<file path="src/hdl/pmlc_pkg.sv">
package pmlc_pkg;
  // Register byte offsets
  localparam logic [7:0] CTRL_OFS      = 8'h00;
  localparam logic [7:0] STATUS_OFS    = 8'h04;
  localparam logic [7:0] IRQ_STAT_OFS  = 8'h08;
  localparam logic [7:0] IRQ_MASK_OFS  = 8'h0C;
  localparam logic [7:0] STOPS_OFS     = 8'h10;
  // Control fields
  localparam int CTRL_TUNE_EN_BIT   = 0;
  localparam int CTRL_FLT_RESET_BIT = 1;
  localparam logic [1:0] CTRL_RESET = 2'h0;
  // Status fields
  localparam int STAT_SELFCLR_BIT = 4;
  localparam int STAT_AIR_BIT     = 5;
  localparam int STAT_TUNESEL_BIT = 6;
  localparam int STAT_PNEU_BIT    = 7;
  localparam int STOPS_UPPER_LSB  = 16;
  // Interrupt bits
  localparam int IRQ_MODE_BIT  = 0;
  localparam int IRQ_FSAFE_BIT = 1;
  localparam int IRQ_PFAIL_BIT = 2;
  localparam int IRQ_NAK_BIT   = 3;
  localparam int IRQ_W         = 4;
  localparam logic [3:0] IRQ_MASK_RESET = 4'h0;
  // Local buttons and selector
  localparam int BTN_FIND   = 0;
  localparam int BTN_ADJ    = 1;
  localparam int BTN_TUNE   = 2;
  localparam int BTN_CANCEL = 3;
  localparam int CFG_AIR    = 0;
  localparam int CFG_TUNE   = 1;
  // Host command codes; codes from HC_SETTING_MIN up are settings
  localparam logic [3:0] HC_ENTER_OVR   = 4'h0;
  localparam logic [3:0] HC_EXIT_OVR    = 4'h1;
  localparam logic [3:0] HC_SET_POS     = 4'h2;
  localparam logic [3:0] HC_AUTOTUNE    = 4'h3;
  localparam logic [3:0] HC_SETTING_MIN = 4'h4;
  // Position range
  localparam logic [11:0] POS_CLOSED = 12'h000;
  localparam logic [11:0] POS_OPEN   = 12'hFFF;
  // Timing
  localparam int CLK_MHZ   = 20;
  localparam int SETTLE_US = 2000;
  localparam int SETTLE_CYC = SETTLE_US * CLK_MHZ;
  localparam int STEP_MS   = 250;
  localparam int STEP_CYC  = STEP_MS * 1000 * CLK_MHZ;

  typedef enum logic [2:0] {
    PMLC_NORMAL, PMLC_OVERRIDE, PMLC_FAILSAFE, PMLC_FIND, PMLC_ADJ, PMLC_TUNE, PMLC_PFAIL
  } pmlc_mode_e;

  typedef enum logic [3:0] {
    IND_NORMAL, IND_ALERT, IND_OVERRIDE, IND_FAILSAFE, IND_FIND, IND_ADJ, IND_TUNE,
    IND_FAIL_FIND, IND_FAIL_ADJ, IND_FAIL_TUNE
  } pmlc_ind_e;
endpackage : pmlc_pkg

</file>
<file path="src/hdl/pmlc_led_if.sv">
`timescale 1ns/1ps
`default_nettype none
interface pmlc_led_if;
  import pmlc_pkg::*;
  pmlc_ind_e  cond;
  logic [2:0] oor;
  logic       lowPower;
  logic [3:0] leds;
  modport ctl (output cond, output oor, output lowPower, input leds);
  modport gen (input cond, input oor, input lowPower, output leds);
endinterface : pmlc_led_if
`default_nettype wire

</file>
<file path="src/hdl/pmlc_led_gen.sv">
`timescale 1ns/1ps
`default_nettype none
module pmlc_led_gen #(
  parameter int STEP = pmlc_pkg::STEP_CYC
) (
  // Clock and reset
  input wire logic mclk,
  input wire logic rst,
  // Indicator link
  pmlc_led_if.gen  lk
);
  import pmlc_pkg::*;

  // Patterns: LED4 (bit 3) is red, LED1..3 green; 8 steps, step 0 in bits [3:0]
  function automatic logic [31:0] patternOf(input pmlc_ind_e c);
    unique case (c)
      IND_NORMAL:    patternOf = 32'h0000_0004;
      IND_ALERT:     patternOf = 32'h0000_8888;
      IND_OVERRIDE:  patternOf = 32'h0000_0808;
      IND_FAILSAFE:  patternOf = 32'h8888_8888;
      IND_FIND:      patternOf = 32'h0000_4210;
      IND_ADJ:       patternOf = 32'h0000_2020;
      IND_TUNE:      patternOf = 32'h0000_0707;
      IND_FAIL_FIND: patternOf = 32'h0000_9191;
      IND_FAIL_ADJ:  patternOf = 32'h0000_A2A2;
      IND_FAIL_TUNE: patternOf = 32'h0000_C4C4;
      default:       patternOf = 32'h0000_0000;
    endcase
  endfunction : patternOf

  logic [22:0] tick;
  logic [2:0]  step;
  logic        fastPhase;
  pmlc_ind_e   condPrev;

  wire         condChange = (lk.cond != condPrev);
  wire         halfDone   = (tick == 23'(STEP / 2 - 1));
  wire         stepDone   = (tick == 23'(STEP - 1));
  wire [31:0]  pat        = patternOf(lk.cond);
  wire [3:0]   patLeds    = pat[{step, 2'b00} +: 4];
  logic [3:0]  next_leds;

  // Fast blink toggles twice per step: double the normal rate
  always_comb begin
    next_leds = patLeds;
    for (int i = 0; i < 3; i++) begin
      if (lk.oor[i]) begin
        next_leds[i] = fastPhase;
      end
    end
    if (lk.lowPower) begin
      next_leds = 4'h0;
    end
  end

  always_ff @(posedge mclk or posedge rst) begin
    if (rst) begin
      tick      <= '0;
      step      <= '0;
      fastPhase <= 1'b0;
      condPrev  <= IND_NORMAL;
      lk.leds   <= 4'h0;
    end else begin
      condPrev <= lk.cond;
      // A new condition restarts its pattern from the first step
      tick      <= (condChange || stepDone) ? '0 : tick + 23'h1;
      step      <= condChange ? 3'h0 : (stepDone ? step + 3'h1 : step);
      fastPhase <= (halfDone || stepDone) ? ~fastPhase : fastPhase;
      lk.leds   <= next_leds;
    end
  end
endmodule : pmlc_led_gen
`default_nettype wire

</file>
<file path="src/hdl/pmlc_mode_ctrl.sv">
`timescale 1ns/1ps
`default_nettype none
module pmlc_mode_ctrl #(
  parameter int SETTLE = pmlc_pkg::SETTLE_CYC,
  parameter int STEP   = pmlc_pkg::STEP_CYC
) (
  // Clock and reset
  input  wire logic        mclk,
  input  wire logic        rst,
  // APB slave
  input  wire logic        psel,
  input  wire logic        penable,
  input  wire logic        pwrite,
  input  wire logic [7:0]  paddr,
  input  wire logic [31:0] pwdata,
  output logic [31:0]      prdata,
  output logic             pready,
  output logic             pslverr,
  output logic             irq,
  // Local pins
  input  wire logic [3:0]  localBtn,
  input  wire logic [1:0]  cfgSwitch,
  // Mode retention store
  input  wire logic [2:0]  nvMode,
  input  wire logic        nvValid,
  output logic [2:0]       storedMode,
  // Supervision inputs
  input  wire logic        faultActive,
  input  wire logic        faultSelfClear,
  input  wire logic        deviceAlert,
  input  wire logic        lowPower,
  input  wire logic [2:0]  settingOor,
  // Position loop
  input  wire logic [11:0] setpoint,
  input  wire logic [11:0] posFeedback,
  input  wire logic [11:0] adjPot,
  input  wire logic        tuneDone,
  input  wire logic        tuneFail,
  output logic [11:0]      positionCmd,
  output logic             pneuLow,
  output logic             airAction,
  output logic             tuneStart,
  // Host commands
  input  wire logic        hostValid,
  input  wire logic [3:0]  hostCode,
  input  wire logic [11:0] hostData,
  output logic             hostAck,
  output logic             hostNak,
  output logic             hostExec,
  output logic [3:0]       hostExecCode,
  // Status LEDs
  output logic [3:0]       ledOut
);
  import pmlc_pkg::*;

  // Pin synchronisers: three stages, a change counts once stages 2 and 3 agree
  logic [5:0] sync1, sync2, sync3, pinStable, pinPrev;
  always_ff @(posedge mclk or posedge rst) begin
    if (rst) begin
      sync1     <= '0;
      sync2     <= '0;
      sync3     <= '0;
      pinStable <= '0;
      pinPrev   <= '0;
    end else begin
      sync1     <= {cfgSwitch, localBtn};
      sync2     <= sync1;
      sync3     <= sync2;
      pinStable <= (sync2 & sync3) | (pinStable & (sync2 | sync3));
      pinPrev   <= pinStable;
    end
  end
  wire [3:0] press    = pinStable[3:0] & ~pinPrev[3:0];
  wire       anyPress = |press;
  wire       cfgTune  = pinStable[4 + CFG_TUNE];
  wire       cfgAir   = pinStable[4 + CFG_AIR];

  // Registers
  pmlc_mode_e  mode, next_mode;
  logic        booted, selfClrLatch, findHigh, tuneEn, faultReset;
  logic [1:0]  failedProc;
  logic [15:0] settle;
  logic [11:0] lowerStop, upperStop, hostPos;
  logic [3:0]  irqStat, irqMask;

  wire setupPh  = psel && !penable;
  wire accessPh = psel && penable;
  wire selCtrl  = (paddr == CTRL_OFS);
  wire selStat  = (paddr == STATUS_OFS);
  wire selIrqS  = (paddr == IRQ_STAT_OFS);
  wire selIrqM  = (paddr == IRQ_MASK_OFS);
  wire selStops = (paddr == STOPS_OFS);
  wire mapped   = selCtrl | selStat | selIrqS | selIrqM | selStops;
  wire wrCtrl   = accessPh && pwrite && selCtrl;
  wire wrMask   = accessPh && pwrite && selIrqM;
  wire rdIrqClr = accessPh && !pwrite && selIrqS;

  // Host command decode
  wire isSetting = (hostCode >= HC_SETTING_MIN) || (hostCode == HC_SET_POS);
  wire inOvr     = (mode == PMLC_OVERRIDE);
  wire hostOk    = hostValid && (
                   (hostCode == HC_ENTER_OVR && mode == PMLC_NORMAL) ||
                   (hostCode == HC_EXIT_OVR && inOvr) ||
                   (hostCode == HC_AUTOTUNE && inOvr && tuneEn && cfgTune) ||
                   (isSetting && inOvr));
  wire hostEnter = hostOk && !faultActive && (hostCode == HC_ENTER_OVR);
  wire hostExit  = hostOk && (hostCode == HC_EXIT_OVR);

  // Stop finding: settle at closed, take lower; settle at open, take upper
  wire settleDone = (settle == 16'(SETTLE - 1));
  wire findLowEnd = (mode == PMLC_FIND) && !findHigh && settleDone;
  wire findEnd    = (mode == PMLC_FIND) && findHigh && settleDone;
  wire findGood   = posFeedback > lowerStop;

  // A latched fault cannot be cleared while it is still present
  wire fsClear = !faultActive && (selfClrLatch || faultReset);

  // Resume mode: failsafe is not resumed once its cause is gone, processes never are
  pmlc_mode_e resumeMode;
  always_comb begin
    resumeMode = PMLC_NORMAL;
    if (nvValid && nvMode == 3'(PMLC_OVERRIDE)) begin
      resumeMode = PMLC_OVERRIDE;
    end else if (nvValid && nvMode == 3'(PMLC_FAILSAFE) && faultActive) begin
      resumeMode = PMLC_FAILSAFE;
    end
  end

  always_comb begin
    next_mode = mode;
    if (!booted) begin
      next_mode = resumeMode;
    end else if (faultActive && mode != PMLC_FAILSAFE) begin
      next_mode = PMLC_FAILSAFE;
    end else begin
      unique case (mode)
        PMLC_NORMAL: begin
          if (hostEnter) begin
            next_mode = PMLC_OVERRIDE;
          end else if (press[BTN_FIND]) begin
            next_mode = PMLC_FIND;
          end else if (press[BTN_ADJ]) begin
            next_mode = PMLC_ADJ;
          end else if (press[BTN_TUNE] && cfgTune) begin
            next_mode = PMLC_TUNE;
          end
        end
        PMLC_OVERRIDE: begin
          if (anyPress || hostExit) begin
            next_mode = PMLC_NORMAL;
          end
        end
        PMLC_FAILSAFE: begin
          if (fsClear) begin
            next_mode = PMLC_NORMAL;
          end
        end
        PMLC_FIND: begin
          if (press[BTN_CANCEL]) begin
            next_mode = PMLC_NORMAL;
          end else if (findEnd) begin
            next_mode = findGood ? PMLC_NORMAL : PMLC_PFAIL;
          end
        end
        PMLC_ADJ: begin
          if (press[BTN_CANCEL] || press[BTN_ADJ]) begin
            next_mode = PMLC_NORMAL;
          end
        end
        PMLC_TUNE: begin
          if (tuneFail) begin
            next_mode = PMLC_PFAIL;
          end else if (tuneDone || press[BTN_CANCEL]) begin
            next_mode = PMLC_NORMAL;
          end
        end
        PMLC_PFAIL: begin
          if (press[BTN_CANCEL]) begin
            next_mode = PMLC_NORMAL;
          end
        end
        default: next_mode = PMLC_FAILSAFE;
      endcase
    end
  end

  // Position command follows the mode it is computed for
  logic [11:0] next_pos;
  always_comb begin
    unique case (next_mode)
      PMLC_FAILSAFE: next_pos = POS_CLOSED;
      PMLC_OVERRIDE: next_pos = hostPos;
      PMLC_FIND:     next_pos = (findHigh || findLowEnd) ? POS_OPEN : POS_CLOSED;
      PMLC_ADJ:      next_pos = adjPot;
      default:       next_pos = setpoint;
    endcase
  end

  always_ff @(posedge mclk or posedge rst) begin
    if (rst) begin
      mode         <= PMLC_NORMAL;
      booted       <= 1'b0;
      positionCmd  <= POS_CLOSED;
      pneuLow      <= 1'b0;
      selfClrLatch <= 1'b0;
      findHigh     <= 1'b0;
      settle       <= '0;
      failedProc   <= '0;
      tuneStart    <= 1'b0;
    end else begin
      booted      <= 1'b1;
      mode        <= next_mode;
      positionCmd <= next_pos;
      pneuLow     <= (next_mode == PMLC_FAILSAFE);
      tuneStart   <= (next_mode == PMLC_TUNE) && (mode != PMLC_TUNE);
      if (next_mode == PMLC_FAILSAFE && mode != PMLC_FAILSAFE) begin
        selfClrLatch <= faultSelfClear;
      end
      findHigh <= (mode == PMLC_FIND) && (findHigh || findLowEnd);
      settle   <= (mode != PMLC_FIND || settleDone) ? '0 : settle + 16'h1;
      if (next_mode == PMLC_PFAIL && mode != PMLC_PFAIL) begin
        failedProc <= (mode == PMLC_FIND) ? 2'h0 : 2'h2;
      end
    end
  end

  // Stops and host position
  always_ff @(posedge mclk or posedge rst) begin
    if (rst) begin
      lowerStop <= POS_CLOSED;
      upperStop <= POS_OPEN;
      hostPos   <= POS_CLOSED;
    end else begin
      if (findLowEnd) begin
        lowerStop <= posFeedback;
      end
      if (findEnd && findGood && !faultActive) begin
        upperStop <= posFeedback;
      end else if (mode == PMLC_ADJ && press[BTN_ADJ] && !faultActive) begin
        upperStop <= adjPot;
      end
      if (hostOk && hostCode == HC_SET_POS) begin
        hostPos <= hostData;
      end
    end
  end

  // Host answers, one cycle after the request
  always_ff @(posedge mclk or posedge rst) begin
    if (rst) begin
      hostAck      <= 1'b0;
      hostNak      <= 1'b0;
      hostExec     <= 1'b0;
      hostExecCode <= 4'h0;
    end else begin
      hostAck      <= hostOk;
      hostNak      <= hostValid && !hostOk;
      hostExec     <= hostOk && (hostCode == HC_AUTOTUNE || hostCode >= HC_SETTING_MIN);
      hostExecCode <= hostCode;
    end
  end

  // Interrupt events; a new event wins over the read that clears
  wire [3:0] irqEvent;
  assign irqEvent[IRQ_MODE_BIT]  = booted && (next_mode != mode);
  assign irqEvent[IRQ_FSAFE_BIT] = booted && (next_mode == PMLC_FAILSAFE) && (mode != PMLC_FAILSAFE);
  assign irqEvent[IRQ_PFAIL_BIT] = (next_mode == PMLC_PFAIL) && (mode != PMLC_PFAIL);
  assign irqEvent[IRQ_NAK_BIT]   = hostValid && !hostOk;

  wire [31:0] statusWord = {24'h0, pneuLow, cfgTune, cfgAir, selfClrLatch, 1'b0, mode};
  wire [31:0] rdMux = selCtrl  ? {30'h0, 1'b0, tuneEn} :
                      selStat  ? statusWord :
                      selIrqS  ? {28'h0, irqStat} :
                      selIrqM  ? {28'h0, irqMask} :
                      selStops ? {4'h0, upperStop, 4'h0, lowerStop} : 32'h0;

  // Zero wait state: read data is captured in the setup cycle
  assign pready = 1'b1;
  assign pslverr = accessPh && !mapped;
  always_ff @(posedge mclk or posedge rst) begin
    if (rst) begin
      prdata     <= 32'h0;
      tuneEn     <= CTRL_RESET[CTRL_TUNE_EN_BIT];
      faultReset <= CTRL_RESET[CTRL_FLT_RESET_BIT];
      irqStat    <= '0;
      irqMask    <= IRQ_MASK_RESET;
      irq        <= 1'b0;
    end else begin
      if (setupPh) begin
        prdata <= rdMux;
      end
      if (wrCtrl) begin
        tuneEn <= pwdata[CTRL_TUNE_EN_BIT];
      end
      faultReset <= wrCtrl && pwdata[CTRL_FLT_RESET_BIT];
      if (wrMask) begin
        irqMask <= pwdata[IRQ_W-1:0];
      end
      irqStat <= (rdIrqClr ? 4'h0 : irqStat) | irqEvent;
      irq     <= |(((rdIrqClr ? 4'h0 : irqStat) | irqEvent) & irqMask);
    end
  end

  assign airAction  = cfgAir;
  assign storedMode = 3'(mode);

  // Indicator condition and LED generator
  pmlc_led_if lk ();
  pmlc_ind_e ind;
  always_comb begin
    unique case (mode)
      PMLC_FAILSAFE: ind = IND_FAILSAFE;
      PMLC_OVERRIDE: ind = IND_OVERRIDE;
      PMLC_FIND:     ind = IND_FIND;
      PMLC_ADJ:      ind = IND_ADJ;
      PMLC_TUNE:     ind = IND_TUNE;
      PMLC_PFAIL:    ind = (failedProc == 2'h0) ? IND_FAIL_FIND : IND_FAIL_TUNE;
      default:       ind = deviceAlert ? IND_ALERT : IND_NORMAL;
    endcase
  end
  assign lk.cond     = ind;
  assign lk.oor      = settingOor;
  assign lk.lowPower = lowPower;
  assign ledOut      = lk.leds;

  pmlc_led_gen #(.STEP(STEP)) u_led (
    .mclk (mclk),
    .rst  (rst),
    .lk   (lk.gen)
  );
endmodule : pmlc_mode_ctrl
`default_nettype wire

</file>
<file path="config.mk">
export PLATFORM = sky130hd
export DESIGN_NAME = pmlc_mode_ctrl
export DESIGN_NICKNAME = d
export VERILOG_FILES = /design/src/hdl/pmlc_pkg.sv /design/src/hdl/pmlc_led_if.sv /design/src/hdl/pmlc_led_gen.sv /design/src/hdl/pmlc_mode_ctrl.sv
export SDC_FILE = /design/constraint.sdc
export NUM_CORES = 1
export LEC_CHECK = 0
export BUFFER_PORTS_ARGS = -buffer_cell sky130_fd_sc_hd__clkbuf_2
export CELL_PAD_IN_SITES_DETAIL_PLACEMENT = 2
export CELL_PAD_IN_SITES_GLOBAL_PLACEMENT = 2
export CORE_ASPECT_RATIO = 1.25
export CORE_UTILIZATION = 30
export DETAILED_ROUTE_END_ITERATION = 7
export MAX_ROUTING_LAYER = met4
export PLACE_DENSITY_LB_ADDON = 0.1
export SLEW_MARGIN = 20
export SYNTH_ARGS = -nofsm -noshare
export SYNTH_HDL_FRONTEND = slang
export SYNTH_HIERARCHICAL = 1
export SYNTH_SLANG_ARGS = --single-unit
</file>
<file path="constraint.sdc">
create_clock -name mclk -period 11.6 [get_ports mclk]
set_clock_uncertainty 0.2 [all_clocks]
set_input_delay 2.32 -clock mclk [delete_from_list [all_inputs] [get_ports mclk]]
set_output_delay 2.32 -clock mclk [all_outputs]
set_load 0.01 [all_outputs]
</file>
=== Yosys cells after proc, flatten, opt, wreduce, memory -nomap -nowiden ===
Memories as Yosys holds them, arrays and structs flattened.
Index checks and enable logic that the tools add are counted.

* Input bits: 117
* Memories kept: 1
* Flip-flop bits (word level): 187
* Logic and storage cells: 192
* Bits in read-only memories: 320

* Bitwise logic cells: 13
* Shift operators: 1
* Add/sub/neg operators: 3
* Magnitude comparators: 2
* Reduce and logical (&&, ||, !) cells: 70
* Equal/unequal tests: 30
* Multiplexer cells: 40

{| class="wikitable"
|+ Memories
! memory !! depth !! width !! read ports !! clocked after memory_dff !! write ports !! RTL line !! RTL
|-
| (no name shown) || 16 || 20 || 1 || 0 || 0 || pmlc_led_gen.sv:16 || <nowiki>unique case (c)</nowiki>
|}

{| class="wikitable"
|+ Operators by type and width
! kind !! count
|-
| 28-bit two-way mux || 5
|-
| 3-bit two-way mux || 17
|-
| 12-bit one-hot mux with 4 select lines || 1
|-
| 1-bit logical AND || 43
|-
| 12-bit two-way mux || 3
|-
| 32-bit by 6-bit indexed part select with 4-bit output || 1
|-
| 4-bit one-hot mux with 6 select lines || 1
|-
| 23-bit by 1-bit adder with 23-bit output, second input constant || 1
|-
| 23-bit by 22-bit equality test with 1-bit output, second input constant || 1
|-
| 23-bit equality test, second input constant || 1
|-
| 23-bit two-way mux || 1
|-
| 3-bit one-hot mux with 7 select lines || 1
|-
| 3-bit equality test, second input constant || 6
|-
| 16-bit by 1-bit adder with 16-bit output, second input constant || 1
|-
| 16-bit equality test, second input constant || 1
|-
| 8-bit by 4-bit equality test with 1-bit output, second input constant || 2
|-
| 16-bit two-way mux || 1
|-
| 3-bit by 2-bit equality test with 1-bit output, second input constant || 5
|-
| 1-bit logical OR || 13
|-
| 6-bit AND || 2
|-
| 12-bit greater-than comparator || 1
|-
| 4-bit two-way mux || 3
|-
| 6-bit bitwise OR || 2
|-
| 3-bit by 1-bit equality test with 1-bit output, second input constant || 3
|-
| 24 further kinds || 43
|}

=== Logic depth before layout (Yosys ltp) ===
Gate-level depths: netlist of the first run.

* Depth after elaboration: 19
* Depth in mapped cells: 12
* Gate-level depth less buffers: 11

=== By module ===
The synthesis of the first run kept the hierarchy.

{| class="wikitable"
|+ By module, submodules not included
! module !! area an instance (um2) !! instances !! cells each !! sequential area each (um2)
|-
| pmlc_mode_ctrl || 6481.2 || 1 || 614 || 3593.4
|-
| pmlc_led_gen || 1983.2 || 1 || 203 || 875.8
|}

=== Worst setup path before layout of the first run ===
Ideal clock, no wire load.

* Kind: input-to-output
* Start point: input paddr[1]
* End point: output pslverr
* Stages on the path: 5
* Required time: 9.080 ns
* Arrival: 3.226 ns
* Slack: 5.854 ns
* Path through: nor3_1 nand2_1 nor2_1 clkbuf_1 nor3_1

* Word-level cells in the longest chain between the ends: 7
* Elaborated cells on any way between the ends: 11
* Those cells by class: eq/ne (4); bitwise (4); reduce/logical (3)

{| class="wikitable"
|+ RTL lines
! what !! RTL line !! RTL
|-
| start: declaration || pmlc_mode_ctrl.sv:14 || <nowiki>input wire logic [7:0] paddr,</nowiki>
|-
| 8-bit by 3-bit equality test with 1-bit output or 8-bit zero test (tied branches) || pmlc_mode_ctrl.sv:89, pmlc_mode_ctrl.sv:88 ||
|-
| 1-bit bitwise OR (3 in a row) || pmlc_mode_ctrl.sv:93 || <nowiki>wire mapped = selCtrl | selStat | selIrqS | selIrqM | selStops;</nowiki>
|-
| 1-bit bitwise OR * || pmlc_mode_ctrl.sv:93 ||
|-
| 1-bit zero test * || pmlc_mode_ctrl.sv:279 || <nowiki>assign pslverr = accessPh && !mapped;</nowiki>
|-
| 1-bit logical AND * || pmlc_mode_ctrl.sv:279 ||
|-
| end: declaration || pmlc_mode_ctrl.sv:18 || <nowiki>output logic pslverr,</nowiki>
|}

Every way passes the cells marked *; elsewhere a longest branch is shown, timed or not.

=== Worst setup path in the final report of the first run ===
Ends and elaborated chain as after synthesis.

==> summary.txt, run 1 <==
Critical Path End Type -> primary output
Pre-antenna DRT Iters -> 6
Simple-Gate Fraction of Synth Area -> 19.3%
sequential-to-total area share from yosys stat -> 52.8%
nets -> 1093
vias in the first global route -> 7538
Hold Vio Cnt, Final -> 0
Worst Path Arrival -> 3180 ps
layout cells sized above 1 -> 24.8%
largest family of logic cells by synthesized area -> simple AND/OR/NAND/NOR gates
Setup Buffers After CTS -> 0
Mean Syn Cell Area -> 10.4 um^2
total track usage -> 19.3%
met3 Use GR -> 3.74%
clk root buf -> clkbuf_16
cell accounting for the most synthesized area -> dfrtp_1
post-synthesis register bit count -> 178
Post-synth ARST share -> 100%
Hold Path Class -> reg -> reg
GRT met2 Usage -> 33.4%
post-CTS sizing -> 0
Area Overhead vs Synth -> 19.6%
die area -> 28900 um^2
Worst EP required -> 9080 ps
Slew HR -> 31.3%
routed length per instance -> 19.6 um
setup TNS -> 0 ps
Crit Reg-Reg Startpoint -> settle[6]$_DFF_PP0_
hold_sp -> sync1[5]$_DFF_PP0_
area share of the largest cell type after synthesis -> 49.1%
initial antenna violation count -> 2
Initial Util -> 30.6%
most frequent cell after synthesis -> dfrtp_1
num ports -> 181
MaxCap Viol Count -> 0
Vias/cell -> 5.08
Slew @ Worst Pin -> 1030 ps
Yosys cell types -> 83
hold slack -> 146 ps
Synth area leaders -> dfrtp_1, nand2_1, dfstp_2, ha_1, o21ai_0
worst reg2reg setup slack -> 8140 ps
Synth Area in Adders -> 3.67%
DP Wirelength -> 19400 um
cell area after synthesis -> 8460 um^2
part of the power in registers -> 46.9%
Hold Crit Depth -> 0
die height -> 190 um
leakage power -> 4.55 nW
most frequent cells after synthesis -> dfrtp_1, nand2_1, nor2_1
Comb power frac -> 14.0%
Final Instance Area -> 10100 um^2
cell internal pwr -> 1.12 mW
net switching power -> 0.408 mW
Clock Sink Count -> 178
Worst-Skew Late Latency -> 450 ps
first-pass GRT wire length -> 41800 um
CTS clk-pin slew, worst paths -> 60 ps
worst setup path class -> in -> out
core area -> 27700 um^2
Yosys Warn Count -> 6
I/O Buffers -> 143
met1 Resource Use GR -> 22.4%
CTS Buf Count -> 17
cells after synthesis -> 817
Clock power frac -> 39.1%
Max Freq -> 175 MHz
drc violations -> 8
status -> finished with violations
layer with the highest usage -> met2
Synth Area in Compound Gates -> 14.3%
minimum clock period -> 5700 ps
final period utilization -> 49.1%
switching power share of the total -> 26.7%
Synth Area in XOR/XNOR -> 3.52%
CTS tree -> yes
Die W -> 152 um
Antenna Violating Nets Remaining -> 0
FP Rows -> 68
Hold Path End -> sync2[5]$_DFF_PP0_
grt total ovfl -> 0
fin. max-slew vios -> 0
reg-to-reg endpoint -> positionCmd[3]$_DFF_PP0_
largest net degree at the start of global routing -> 85
worst-path fanout max -> 7
PwrDens -> 151 nW/um^2
post-synthesis mux area share -> 2.53%
Peak VDD IR -> 0.0922 mV
Final Setup Violations -> 0
Post-CTS Hold Buffers -> 0
placed cell area -> 9520 um^2
Routed Wire Length -> 25900 um
Top FF cell, synth -> dfrtp_1
worst-case reg-to-reg path depth -> 7
Post-synth EDFFs -> 0
clk buf depth -> 2
via count -> 6715
gp weighted congestion -> 0.751
RSZ-0062 raised after global routing -> no
drt first-iter violations -> 189
Startpoint Class -> primary input
H-tree depth -> 4
failing checks -> design-rule violations
[placed cells by master (no fill, tap or decap), types with 8 or more instances in the layout]
| cell type | instances |
|---|---|
| clkbuf_2 | 143 |
| nor3_1 | 8 |
| conb_1 | 10 |
| o221a_1 | 10 |
| nand2b_1 | 10 |
| xor2_1 | 18 |
| o21ai_0 | 48 |
| clkbuf_16 | 17 |
| a21oi_1 | 32 |
| buf_4 | 8 |
| xnor2_1 | 16 |
| inv_1 | 27 |
| ha_1 | 20 |
| or4_1 | 9 |
| nor2_1 | 58 |
| dfstp_2 | 12 |
| o31ai_1 | 9 |
| o21a_1 | 14 |
| dfrtp_1 | 166 |
| or3_1 | 8 |
| nand4_1 | 15 |
| mux2_2 | 19 |
| nand2_1 | 124 |
| and3_1 | 8 |
| nand3_1 | 18 |
| a22oi_1 | 18 |
[through the flow]
stage                     instances  utilization (%)  setup slack, ps  total power, mW
final                          1321             36.6             5900             1.53
after global routing           1321             36.6             5800             1.60
after CTS                      1319             36.6             5870             1.56
after detailed placement       1287             34.4             5870            0.949
after global placement         1287             34.4             5870            0.942
after floorplan                 825                -             5260            0.858
[worst max path at each step]
stage / from / endpoint / slack (ps) / depth (start not counted)
6_report: paddr[1] / pslverr / 5900 / 5
5_1_grt: paddr[1] / pslverr / 5800 / 5
4_1_cts: paddr[1] / pslverr / 5870 / 5
3_5_place_dp: paddr[1] / pslverr / 5870 / 5
3_3_place_gp: paddr[1] / pslverr / 5870 / 5
2_1_floorplan: rst / booted$_DFF_PP0_ / 5260 / 1
[layout make-up]
type,count,area (um^2)
flip-flops and latches,178,4470
fillers,3049,17500
diodes,2,5.00
multi-input cells,578,3720
inverters,30,118
clock inverters,5,103
well taps,350,438
clock buffers,27,493
repair buffers,151,776
[power by group through the flow]
stage	logic (mW)	registers (mW)	clock network, mW
2_1_floorplan	0.137	0.721	0
3_3_place_gp	0.215	0.727	0
3_5_place_dp	0.220	0.729	0
4_1_cts	0.221	0.718	0.618
5_1_grt	0.242	0.723	0.640
6_report	0.215	0.716	0.597
[cells by family after synthesis]
| kind of cell | Yosys count |
|---|---|
| AND/OR/NAND/NOR | 317 |
| flip-flops | 178 |
| AO/OA/AOI/OAI | 172 |
| buffers and inverters | 69 |
| XOR/XNOR | 34 |
| adder cells (fa/ha/maj) | 26 |
| multiplexers | 19 |
| other | 2 |
[sequential cells by signal (all words and copies together), names as in the netlist, 12 cells and up]
name and count:
prdata 24, u_led/tick 23, settle 16, hostPos 12, lowerStop 12, positionCmd 12
upperStop 12
[layer usage]
layer	vias to the layer above	routed length (um)
met1	3423	11100
met3	28	1050
met2	119	13200
met5	-	0
li1	3145	-
met4	0	522
[critical path: stages]
cell and delay (ps):
clkbuf_2 80, nor3_1 230, and3b_1 320, nor3_1 90
clkbuf_2 140
(Power assumes the default switching activity.)
==> inputs of run 2 (changes only) <==
==> constraint.sdc (replaced) <==
create_clock -name mclk -period 5.36 [get_ports mclk]
set_clock_uncertainty 0.2 [all_clocks]
set_input_delay 1.072 -clock mclk [delete_from_list [all_inputs] [get_ports mclk]]
set_output_delay 1.072 -clock mclk [all_outputs]
set_load 0.01 [all_outputs]
==> run 2 against run 1 <==
Effect of this change: design area decreased by 0.68%; power increased by 110%; first-iteration DRC count increased by 9.0%; critical endpoint is now positionCmd[11]$_DFF_PP0_; wire length decreased by 0.99%; combinational power increased by 120%; sequential share of layout area increased by 0.30 points; global-route usage increased by 0.051 points; the flow still finishes with violations (design-rule violations); largest cell class unchanged; die area unchanged; final cell count unchanged; register-to-register slack got worse by 6200 ps.
==> summary.txt, run 2 (synthesized netlist as in run 1, its figures left out) <==
status -> finished with violations
failing checks -> design-rule violations
worst setup path class -> in -> reg
Clock Sink Count -> 178 (unchanged)
routed length per instance -> 19.4 um (-0.99%)
I/O Buffers -> 143 (unchanged)
nets -> 1094 (+0.091%)
Hold Path Class -> reg -> reg
Setup Buffers After CTS -> 0 (unchanged)
layout cells sized above 1 -> 24.8% (+0.078 points)
fin. max-slew vios -> 0 (unchanged)
num ports -> 181 (unchanged)
largest net degree at the start of global routing -> 83 (-2.4%)
MaxCap Viol Count -> 0 (unchanged)
CTS tree -> yes
Slew @ Worst Pin -> 906 ps (-124 ps)
Critical Path End Type -> register
critical path startpoint -> hostCode[3]
CTS clk-pin slew, worst paths -> 70 ps (about the same)
Routed Wire Length -> 25600 um (-0.99%)
Crit Reg-Reg Startpoint -> settle[6]$_DFF_PP0_
Vias/cell -> 5.07 (-0.36%)
Final Instance Area -> 10100 um^2 (-0.68%)
drt first-iter violations -> 206 (+9.0%)
gp weighted congestion -> 0.753 (+0.23%)
FP Rows -> 68 (unchanged)
clk buf depth -> 2 (unchanged)
core area -> 27700 um^2 (unchanged)
Most flops, register -> prdata
Slew HR -> 39.3% (+8.0 points)
CTS Buf Count -> 17 (unchanged)
placed cell area -> 9520 um^2 (about the same)
die height -> 190 um (unchanged)
total track usage -> 19.4% (+0.051 points)
top sig layer -> met4
leading cell type in the layout, fill and taps excluded -> dfrtp_1
Startpoint Class -> primary input
Hold Vio Cnt, Final -> 0 (unchanged)
clk root buf -> clkbuf_16
DP Wirelength -> 19300 um (about the same)
DR WL met3 -> 870 um (-17%)
final period utilization -> 70.3%
hold_sp -> sync1[3]$_DFF_PP0_
minimum clock period -> 3770 ps
PwrDens -> 313 nW/um^2 (+110%)
Max Freq -> 265 MHz
Final Setup Violations -> 0 (unchanged)
leakage power -> 4.52 nW (-0.69%)
max reg flops -> 24 (unchanged)
Die W -> 152 um (unchanged)
Worst EP required -> 5480 ps (-3600 ps)
Area Overhead vs Synth -> 18.7%
worst-path fanout max -> 12 (+5)
Initial Util -> 30.6% (unchanged)
Worst Path Arrival -> 3890 ps (+710 ps)
first-pass GRT wire length -> 41900 um (+0.10%)
H-tree depth -> 4 (unchanged)
Antenna Violating Nets Remaining -> 0 (unchanged)
met1 wire length -> 11200 um (+0.83%)
commonest cells after routing, fill and taps aside -> dfrtp_1, clkbuf_2, nand2_1
grt total ovfl -> 0 (unchanged)
via count -> 6691 (-0.36%)
Peak VDD IR -> 0.175 mV (+90%)
vias in the first global route -> 7506 (-0.42%)
Worst-Skew Late Latency -> 440 ps (about the same)
Pre-antenna DRT Iters -> 6 (unchanged)
drc violations -> 8 (unchanged)
Post-CTS Hold Buffers -> 0 (unchanged)
post-CTS sizing -> 0 (unchanged)
met2 routed WL -> 13100 um (-1.0%)
Largest regs -> prdata x24, u_led/tick x23, settle x16
die area -> 28900 um^2 (unchanged)
initial antenna violation count -> 1 (-1)
RSZ-0062 raised after global routing -> no
setup TNS -> 0 ps (unchanged)
run 2: routing by layer:
metal / vias to the layer above / global-route usage (%)
li1: 3148 / -
met1: 3402 / 22.6
met4: 0 / 6.32
met3: 24 / 3.87
met2: 117 / 33.4
met5: - / -
run 2: path summary, 6_finish.rpt:
path                       cells after the start                         to  slack (ps)
max                                            9  positionCmd[11]$_DFF_PP0_        1590
min                                            0         sync2[3]$_DFF_PP0_         150
max reg2reg                                    8  positionCmd[11]$_DFF_PP0_        1930
min reg2reg                                    0         sync2[3]$_DFF_PP0_         150
max in group asynchronous                      3   upperStop[0]$_DFFE_PP1P_        3320
min in group asynchronous                      2         sync3[0]$_DFF_PP0_         570
run 2: worst max-delay path, stage by stage:
cell,delay [ps]
clkbuf_2,120
or4b_4,550
or3_4,370
a32oi_2,250
nand3_2,120
o31ai_4,440
nand3b_1,490
o21a_1,340
o221a_1,130
run 2: stage by stage:
step | hold WS, ps | std cells | power (mW) | utilization [%] | worst slack [ps]
final | 149 | 1321 | 3.14 | 36.3 | 1590
after global routing | 159 | 1321 | 3.31 | 36.3 | 1440
after CTS | 153 | 1320 | 3.21 | 36.3 | 1590
after detailed placement | 138 | 1288 | 2.05 | 34.4 | 1120
after global placement | 132 | 1288 | 2.03 | 34.4 | 1120
after floorplan | 131 | 825 | 1.86 | - | 270
run 2: area by class of cell:
class	count	area, um^2
fillers	2996	17600
flip-flops and latches	178	4470
multi-input cells	578	3730
repair buffers	152	783
clock buffers	26	479
well taps	350	438
inverters	30	118
clock inverters	6	35.0
diodes	1	2.50
run 2: where the power goes:
part,total (mW),internal [mW],switching (mW)
sequential,1.54,1.47,0.0743
combinational,0.470,0.185,0.285
clock,1.13,0.615,0.514
total,3.14,2.27,0.874
